==> config.mk <==
export PLATFORM = sky130hd
export DESIGN_NAME = cctr_trim_regs
export DESIGN_NICKNAME = d
export VERILOG_FILES = /design/src/verilog/cctr_pkg.sv /design/src/verilog/cctr_fuse_loader.sv /design/src/verilog/cctr_trim_regs.sv
export SDC_FILE = /design/constraint.sdc
export NUM_CORES = 1
export LEC_CHECK = 0
export ABC_AREA = 1
export BUFFER_PORTS_ARGS = -buffer_cell sky130_fd_sc_hd__buf_2
export CORE_ASPECT_RATIO = 1.2
export CORE_MARGIN = 5
export CORE_UTILIZATION = 42
export DETAILED_ROUTE_END_ITERATION = 7
export GPL_TIMING_DRIVEN = 0
export MAX_ROUTING_LAYER = met4
export SYNTH_ARGS = -nofsm -noshare
export SYNTH_HDL_FRONTEND = slang
export SYNTH_SLANG_ARGS = --single-unit
==> constraint.sdc <==
create_clock -name clk_sys_i -period 15.5 [get_ports clk_sys_i]
set_clock_uncertainty 0.05 [all_clocks]
set_input_delay 3.875 -clock clk_sys_i [delete_from_list [all_inputs] [get_ports clk_sys_i]]
set_output_delay 3.875 -clock clk_sys_i [all_outputs]
set_load 0.005 [all_outputs]
==> src/verilog/cctr_pkg.sv <==
// constants and types shared by the converter core trim register bank
package cctr_pkg;

	// ---------------------------------------------------------------
	// register indices (byte address is four times the index)
	// ---------------------------------------------------------------
	localparam logic [11:0] IDX_OFFSET_TRIM_CORE3_INPUT_C = 12'h338;
	localparam logic [11:0] IDX_OFFSET_TRIM_CORE3_INPUT_D = 12'h33A;
	localparam logic [11:0] IDX_OFFSET_TRIM_CORE4         = 12'h33C;
	localparam logic [11:0] IDX_OFFSET_TRIM_CORE5         = 12'h33E;
	localparam logic [11:0] IDX_GAIN_TRIM_CORE0           = 12'h360;
	localparam logic [11:0] IDX_GAIN_TRIM_CORE1           = 12'h361;
	localparam logic [11:0] IDX_GAIN_TRIM_CORE2_INPUT_A   = 12'h362;
	localparam int unsigned ADDR_W                        = 14;

	// ---------------------------------------------------------------
	// storage slots, also the fuse word addresses
	// ---------------------------------------------------------------
	localparam int unsigned NREG       = 7;
	localparam logic [2:0]  SLOT_OFFSET_C3C = 3'h0;
	localparam logic [2:0]  SLOT_OFFSET_C3D = 3'h1;
	localparam logic [2:0]  SLOT_OFFSET_C4  = 3'h2;
	localparam logic [2:0]  SLOT_OFFSET_C5  = 3'h3;
	localparam logic [2:0]  SLOT_GAIN_C0    = 3'h4;
	localparam logic [2:0]  SLOT_GAIN_C1    = 3'h5;
	localparam logic [2:0]  SLOT_GAIN2      = 3'h6;
	localparam logic [2:0]  SLOT_LAST       = 3'h6;

	// ---------------------------------------------------------------
	// field layout and reset values
	// ---------------------------------------------------------------
	localparam logic [15:0] OFS_REG_MASK    = 16'hFFFF;
	localparam logic [15:0] GAIN_REG_MASK   = 16'h00FF;
	localparam logic [15:0] OFS_FIELD_MASK  = 16'h0FFF;
	localparam logic [15:0] GAIN_FIELD_MASK = 16'h001F;
	localparam logic [15:0] RST_VAL         = 16'h0000;
	localparam logic [11:0] SAT_MAX         = 12'hFFF;
	localparam int unsigned GAIN_SHIFT      = 9;

	// ---------------------------------------------------------------
	// state encodings
	// ---------------------------------------------------------------
	typedef enum logic [1:0] {
		CCTR_ST_LOAD = 2'b01,
		CCTR_ST_RUN  = 2'b10
	} cctr_state_t;

	typedef enum logic [1:0] {
		CCTR_LD_REQ  = 2'b01,
		CCTR_LD_DONE = 2'b10
	} cctr_ld_state_t;

endpackage

==> src/verilog/cctr_fuse_loader.sv <==
// walks the fuse memory once after reset and hands each trim word over
`timescale 1ns/1ns
module cctr_fuse_loader (
	input  wire logic        clk_sys_i,
	input  wire logic        rstn_i,
	output wire logic        fuse_req_o,
	output wire logic [2:0]  fuse_addr_o,
	input  wire logic [11:0] fuse_data_i,
	input  wire logic        fuse_ack_i,
	output wire logic        ld_we_o,
	output wire logic [2:0]  ld_idx_o,
	output wire logic [11:0] ld_data_o,
	output wire logic        ld_done_o
);
	import cctr_pkg::*;

	typedef struct packed {
		cctr_ld_state_t st;
		logic [2:0]     slot;
		logic           we;
		logic [2:0]     idx;
		logic [11:0]    data;
	} cctr_ld_q_t;

	cctr_ld_q_t q;
	cctr_ld_q_t d;

	// ---------------------------------------------------------------
	// sequencing
	// ---------------------------------------------------------------
	always_comb begin
		d    = q;
		d.we = 1'b0;
		case (q.st)
			CCTR_LD_REQ: begin
				if (fuse_ack_i) begin
					d.we   = 1'b1;
					d.idx  = q.slot;
					d.data = fuse_data_i;
					if (q.slot == SLOT_LAST) begin
						d.st = CCTR_LD_DONE;
					end else begin
						d.slot = q.slot + 3'h1;
					end
				end
			end
			CCTR_LD_DONE: begin
			end
			default: begin
				d.st = CCTR_LD_REQ;
			end
		endcase
	end

	always_ff @(posedge clk_sys_i or negedge rstn_i) begin
		if (!rstn_i) begin
			q <= '{st: CCTR_LD_REQ, default: '0};
		end else begin
			q <= d;
		end
	end

	assign fuse_req_o  = (q.st == CCTR_LD_REQ);
	assign fuse_addr_o = q.slot;
	assign ld_we_o     = q.we;
	assign ld_idx_o    = q.idx;
	assign ld_data_o   = q.data;
	assign ld_done_o   = (q.st == CCTR_LD_DONE);

endmodule

==> src/verilog/cctr_trim_regs.sv <==
// converter core trim register bank with apb access and trim data paths
// Functional notes
// RULE_01: core three input C uses its offset
// RULE_02: core three input D uses separate offset
// RULE_03: core four offset applied to every conversion
// RULE_04: core five offset applied to every conversion
// RULE_05: core zero scaled by its fine gain
// RULE_06: core one scaled by its fine gain
// RULE_07: trim fields load factory fuse values at start
// RULE_08: software writes zero to reserved bits
// RULE_09: core two input A gain own address
// RULE_10: offset trim values are unsigned
// RULE_11: software avoids offsets during offset calibration
// RULE_12: reads return last written or fuse value
// RULE_13: new trim values act without reset
`timescale 1ns/1ns
module cctr_trim_regs (
	input  wire logic                        clk_sys_i,
	input  wire logic                        rstn_i,
	input  wire logic [cctr_pkg::ADDR_W-1:0] paddr_i,
	input  wire logic                        psel_i,
	input  wire logic                        penable_i,
	input  wire logic                        pwrite_i,
	input  wire logic [31:0]                 pwdata_i,
	output wire logic [31:0]                 prdata_o,
	output wire logic                        pready_o,
	output wire logic                        pslverr_o,
	output wire logic                        fuse_req_o,
	output wire logic [2:0]                  fuse_addr_o,
	input  wire logic [11:0]                 fuse_data_i,
	input  wire logic                        fuse_ack_i,
	input  wire logic [11:0]                 core0_data_i,
	input  wire logic                        core0_vld_i,
	input  wire logic [11:0]                 core1_data_i,
	input  wire logic                        core1_vld_i,
	input  wire logic [11:0]                 core2a_data_i,
	input  wire logic                        core2a_vld_i,
	input  wire logic [11:0]                 core3_data_i,
	input  wire logic                        core3_vld_i,
	input  wire logic                        core3_sel_d_i,
	input  wire logic [11:0]                 core4_data_i,
	input  wire logic                        core4_vld_i,
	input  wire logic [11:0]                 core5_data_i,
	input  wire logic                        core5_vld_i,
	output wire logic [11:0]                 core0_data_o,
	output wire logic                        core0_vld_o,
	output wire logic [11:0]                 core1_data_o,
	output wire logic                        core1_vld_o,
	output wire logic [11:0]                 core2a_data_o,
	output wire logic                        core2a_vld_o,
	output wire logic [11:0]                 core3_data_o,
	output wire logic                        core3_vld_o,
	output wire logic [11:0]                 core4_data_o,
	output wire logic                        core4_vld_o,
	output wire logic [11:0]                 core5_data_o,
	output wire logic                        core5_vld_o
);
	import cctr_pkg::*;

	typedef struct packed {
		cctr_state_t      st;
		logic [6:0][15:0] regs;
		logic [31:0]      rdata;
		logic             slverr;
		logic [5:0][11:0] dat;
		logic [5:0]       vld;
	} cctr_core_q_t;

	cctr_core_q_t q;
	cctr_core_q_t d;

	logic             ld_we;
	logic [2:0]       ld_idx;
	logic [11:0]      ld_data;
	logic             ld_done;
	logic [3:0]       dec;
	logic             hit;
	logic [2:0]       slot;
	logic             pready;
	logic             wr_acc;
	logic [5:0][11:0] din;
	logic [5:0]       vin;
	logic [5:3][11:0] ofs;
	logic [2:0][4:0]  gain;
	logic [5:0][12:0] sum;
	logic [5:0][11:0] res;

	// ---------------------------------------------------------------
	// address decode
	// ---------------------------------------------------------------
	function automatic logic [3:0] cctr_decode(input logic [ADDR_W-1:0] a);
		logic [3:0] r;
		r = 4'h0;
		if (a[1:0] == 2'h0) begin
			case (a[ADDR_W-1:2])
				IDX_OFFSET_TRIM_CORE3_INPUT_C: r = {1'b1, SLOT_OFFSET_C3C};
				IDX_OFFSET_TRIM_CORE3_INPUT_D: r = {1'b1, SLOT_OFFSET_C3D};
				IDX_OFFSET_TRIM_CORE4:         r = {1'b1, SLOT_OFFSET_C4};
				IDX_OFFSET_TRIM_CORE5:         r = {1'b1, SLOT_OFFSET_C5};
				IDX_GAIN_TRIM_CORE0:           r = {1'b1, SLOT_GAIN_C0};
				IDX_GAIN_TRIM_CORE1:           r = {1'b1, SLOT_GAIN_C1};
				IDX_GAIN_TRIM_CORE2_INPUT_A:   r = {1'b1, SLOT_GAIN2}; // [RULE_09]
				default:                       r = 4'h0;
			endcase
		end
		return r;
	endfunction

	function automatic logic [15:0] cctr_reg_mask(input logic [2:0] s);
		return (s < SLOT_GAIN_C0) ? OFS_REG_MASK : GAIN_REG_MASK;
	endfunction

	function automatic logic [15:0] cctr_field_mask(input logic [2:0] s);
		return (s < SLOT_GAIN_C0) ? OFS_FIELD_MASK : GAIN_FIELD_MASK;
	endfunction

	assign dec    = cctr_decode(paddr_i);
	assign hit    = dec[3];
	assign slot   = dec[2:0];
	// bus stalls until every fuse value is in place
	assign pready = (q.st == CCTR_ST_RUN);
	assign wr_acc = psel_i && penable_i && pready && pwrite_i && hit;

	// ---------------------------------------------------------------
	// fuse load
	// ---------------------------------------------------------------
	cctr_fuse_loader cctr_fuse_loader_i (
		.clk_sys_i   (clk_sys_i),
		.rstn_i      (rstn_i),
		.fuse_req_o  (fuse_req_o),
		.fuse_addr_o (fuse_addr_o),
		.fuse_data_i (fuse_data_i),
		.fuse_ack_i  (fuse_ack_i),
		.ld_we_o     (ld_we),
		.ld_idx_o    (ld_idx),
		.ld_data_o   (ld_data),
		.ld_done_o   (ld_done)
	);

	// ---------------------------------------------------------------
	// trim data paths
	// ---------------------------------------------------------------
	assign din[0] = core0_data_i;
	assign din[1] = core1_data_i;
	assign din[2] = core2a_data_i;
	assign din[3] = core3_data_i;
	assign din[4] = core4_data_i;
	assign din[5] = core5_data_i;
	assign vin[0] = core0_vld_i;
	assign vin[1] = core1_vld_i;
	assign vin[2] = core2a_vld_i;
	assign vin[3] = core3_vld_i;
	assign vin[4] = core4_vld_i;
	assign vin[5] = core5_vld_i;

	// core three picks its offset by the input it is sampling
	assign ofs[3] = core3_sel_d_i ? q.regs[SLOT_OFFSET_C3D][11:0] : q.regs[SLOT_OFFSET_C3C][11:0]; // [RULE_01] [RULE_02]
	assign ofs[4] = q.regs[SLOT_OFFSET_C4][11:0]; // [RULE_03]
	assign ofs[5] = q.regs[SLOT_OFFSET_C5][11:0]; // [RULE_04]
	assign gain[0] = q.regs[SLOT_GAIN_C0][4:0]; // [RULE_05]
	assign gain[1] = q.regs[SLOT_GAIN_C1][4:0]; // [RULE_06]
	assign gain[2] = q.regs[SLOT_GAIN2][4:0];

	for (genvar k = 0; k < 6; k++) begin : g_path
		if (k < 3) begin : g_gain
			logic [16:0] prod;
			// fine gain adds up to 31/512 of the sample
			assign prod   = {5'h0, din[k]} * {12'h0, gain[k]};
			assign sum[k] = {1'b0, din[k]} + 13'(prod >> GAIN_SHIFT);
		end else begin : g_ofs
			// zero extension: offset counts upward only
			assign sum[k] = {1'b0, din[k]} + {1'b0, ofs[k]}; // [RULE_10]
		end
		// saturate rather than wrap, a wrap would flip full scale to zero
		assign res[k] = sum[k][12] ? SAT_MAX : sum[k][11:0];
	end

	// ---------------------------------------------------------------
	// next state
	// ---------------------------------------------------------------
	always_comb begin
		d = q;
		if (ld_we) begin
			d.regs[ld_idx] = {4'h0, ld_data} & cctr_field_mask(ld_idx); // [RULE_07]
		end
		if (wr_acc) begin
			// offset reserved bits and gain bits 7:5 are stored as written and read back, gain bits 15:8 are dropped
			d.regs[slot] = pwdata_i[15:0] & cctr_reg_mask(slot); // [RULE_12] [RULE_13]
		end
		case (q.st)
			CCTR_ST_LOAD: begin
				if (ld_done && !ld_we) begin
					d.st = CCTR_ST_RUN;
				end
			end
			CCTR_ST_RUN: begin
			end
			default: begin
				d.st = CCTR_ST_LOAD;
			end
		endcase
		// read data refreshes until the access is accepted
		if (psel_i && !(penable_i && pready)) begin
			d.rdata  = hit ? {16'h0, q.regs[slot]} : 32'h0; // [RULE_12]
			d.slverr = !hit;
		end
		d.dat = res;
		d.vld = vin;
	end

	always_ff @(posedge clk_sys_i or negedge rstn_i) begin
		if (!rstn_i) begin
			q <= '{st: CCTR_ST_LOAD, default: '0};
		end else begin
			q <= d;
		end
	end

	// ---------------------------------------------------------------
	// outputs
	// ---------------------------------------------------------------
	assign prdata_o      = q.rdata;
	assign pready_o      = pready;
	assign pslverr_o     = q.slverr;
	assign core0_data_o  = q.dat[0];
	assign core1_data_o  = q.dat[1];
	assign core2a_data_o = q.dat[2];
	assign core3_data_o  = q.dat[3];
	assign core4_data_o  = q.dat[4];
	assign core5_data_o  = q.dat[5];
	assign core0_vld_o   = q.vld[0];
	assign core1_vld_o   = q.vld[1];
	assign core2a_vld_o  = q.vld[2];
	assign core3_vld_o   = q.vld[3];
	assign core4_vld_o   = q.vld[4];
	assign core5_vld_o   = q.vld[5];
endmodule

==> reports/results.ini <==
[pwr]
peakVddDrop_mv = 0.123
cellLeakagePower_nw = 12.5
cellPowerDensity_mw_per_mm2 = 120

[worst_setup_path]
r2r_slack_ps = 9540
startpoint_type = input port
cp.required_ps = 15910
worst_r2r_path_depth = 22
critical_path_class = input port to flip-flop
worstPathArrival_ps = 9210
cp_max_fo = 10
r2r-end = core1_data_o[7]
endpoint_kind = flip-flop
r2r-start = gain[7]

[floorplan]
die_x_um = 206
die_area_sq_mm = 0.0505
die_y_um = 245
ios = 259
initial_utilization = 0.423
num_rows = 86
design.core.area_sq_mm = 0.0457

[grt]
overflow = 0
grt_pass1_wl_um = 91200
antenna_found_initial = 1
grtUsageTotal = 0.231
grt_pass1_vias = 17293
grt_max_degree = 100

[synthesis]
yosys_warnings = 0
ys_types = 46
syn-cell-area_sq_mm = 0.0194
synth-main-ff-cell = dfrtp_1
synth_edf_count = 0
syn_avg_cell_area_sq_um = 7.21
synth-seq-area-share = 0.297
postSynthCellCount = 2686
ys_ff_latch = 230
ys_async_sr_fraction = 1.00

[worst_hold_path]
hold_path_class = flip-flop to flip-flop
min_path_cells = 2
hp-start = prdata_o[14]
min_to = prdata_o[14]

[place]
hpwl_um = 46000
place_congestion = 1.01
portBuffers = 218
dp.cells = 3537

[drt]
drt-initial-drc-count = 1052
top_layer = met4
remaining_drc_errors = 0
via_per_inst = 4.92
dr_total_vias = 17660
wirelength_um = 57200
drt-met1-wl_um = 24100
dr_wl_met3_um = 3150
ant_nets = 0
drt-pass1-iter-count = 8
wl_per_cell_um = 16.0
met2_length_um = 28000

[sta]
final.period_utilization = 0.568
tightest_slew_ps = 938
finalHoldViolations = 0
max_freq_mhz = 114
period_minus_slack_ps = 8800
relSlewSlack = 0.372
setup_viol_count_final = 0
slew_viol_final = 0
tns_ps = 0
rsz0062_at_grt = no

[final_layout]
synthToLayoutAreaGrowth_pct = 15.1
layout.cells.non_filler = 3588
final_core_util = 0.488
mostFrequentLayoutCells = 729 x nand2_1, 512 x inv_1, 228 x dfrtp_1
mostFrequentLayoutCell = nand2_1
drive_above_1_share = 0.145
nNetsFinal = 3317

[clock_network]
cts_buffers = 27
cts.sinks = 230
clk_latency_ps = 580
clock-root-buffer = clkbuf_16
clockBufferDepth = 3
cts_hold_buf = 0
post-cts-setup-buffers = 0
cts_tree = done
cts-resized-gates = 0
clk_pin_slew_ps = 60
h-tree-depth = 1

[job]
maxCapViolCount = 0

[status]
outcome = finished, final reports clean

-- cell families (layout without fill, tap and decap cells) --
group | Yosys count | after routing | share of synthesized area
simple gates | 1133 | 1133 | 0.243
xor+xnor | 40 | 40 | 0.0181
compound gates | 352 | 352 | 0.101
buf+inv | 706 | 975 | 0.159
fa+ha+maj | 224 | 224 | 0.181
flops | 230 | 230 | 0.297
other cells | 1 | 18 | 0.000194
-- metrics by stage --
| step | power [mW] | hold slack [ps] | setup WS (ps) | cell area, sq um |
|---|---|---|---|---|
| 2_1_floorplan | 1.67 | 400 | 7110 | 19400 |
| 3_3_place_gp | 1.98 | 415 | 6300 | 21300 |
| 3_5_place_dp | 2.00 | 416 | 6170 | 21300 |
| 4_1_cts | 2.70 | 433 | 6730 | 22300 |
| 5_1_grt | 2.92 | 451 | 6120 | 22300 |
| 6_report | 2.67 | 428 | 6700 | 22300 |
-- where the power goes --
group / switching [mW] / internal [mW]
clock: 0.269 / 0.412
sequential: 0.0140 / 0.667
combinational: 0.757 / 0.554
-- area by class of cell --
cell class,count,area (sq um)
flip-flops and latches,230,5760
diodes,2,5.00
multi-input cells,1765,10600
plain buffers,185,1130
clock inverters,12,181
repair buffers,220,1160
fillers,4592,23400
well taps,616,771
inverters,521,1960
clock buffers,37,763
-- registers in the layout, indices dropped and copies added (netlist names) --
name                            cells
core3_vld_o                         1
core1_data_o                       12
gain                               15
cctr_fuse_loader_i.q                2
core5_vld_o                         1
core0_data_o                       12
core1_vld_o                         1
core2a_data_o                      12
core2a_vld_o                        1
core4_data_o                       12
core5_data_o                       12
cctr_fuse_loader_i.ld_we_o          1
q                                  75
cctr_fuse_loader_i.ld_data_o       12
core4_vld_o                         1
ofs                                24
core3_data_o                       12
pslverr_o                           1
cctr_fuse_loader_i.ld_idx_o         3
core0_vld_o                         1
cctr_fuse_loader_i.fuse_addr_o      3
prdata_o                           16
-- worst max-delay path, stage by stage --
cell,delay (ps)
buf_2,90
clkbuf_1,410
nand2_1,150
fa_1,530
inv_1,50
fa_1,490
inv_1,50
fa_1,480
inv_1,50
ha_1,340
a21oi_1,200
o21ai_0,200
a21oi_1,160
nand2_1,90
xor2_1,150
ha_1,360
nand3_1,90
nand2_1,100
nand2_1,60
nand2_1,60
a21oi_1,90
o21ai_0,490
nand3_1,430
o21ai_0,220
-- cell usage after synthesis, drive strengths merged (2+ instances only) --
cell type,count,area (sq um)
xor2,29,254
a31oi,14,87.6
dfstp,2,52.6
xnor2,11,96.3
o31ai,3,22.5
a21boi,3,22.5
o21a,2,15.0
o21ai,183,916
nor3,20,105
a21o,7,52.6
a31o,5,43.8
or2,13,81.3
and2,3,18.8
clkbuf,59,221
inv,520,1950
a221oi,4,35.0
nand3b,11,82.6
ha,131,1640
nand4,9,56.3
nand3,181,911
buf,126,906
o211ai,26,195
fa,93,1860
dfrtp,228,5710
a211oi,3,22.5
o21bai,8,60.1
a21oi,92,464
nand2,734,2780
nor2,162,674
-- per-layer routing --
| layer | GRT usage | up-vias |
|---|---|---|
| met4 | 0.0754 | 0 |
| met1 | 0.291 | 8310 |
| met5 | - | - |
| met3 | 0.0203 | 111 |
| li1 | - | 8748 |
| met2 | 0.392 | 491 |
-- how the worst max path moves through the flow --
stage	startpoint	endpoint	slack, ps	cells past startpoint
final	core1_data_i[8]	core1_data_o[7]	6700	24
after global routing	core1_data_i[8]	core1_data_o[7]	6120	24
after CTS	core1_data_i[8]	core1_data_o[7]	6730	24
after detailed placement	core1_data_i[8]	core1_data_o[7]	6170	24
after global placement	core1_data_i[8]	core1_data_o[2]	6300	24
after floorplan	core0_data_i[9]	core0_data_o[2]	7110	22
Note: power is estimated with default switching activity, not from simulation.
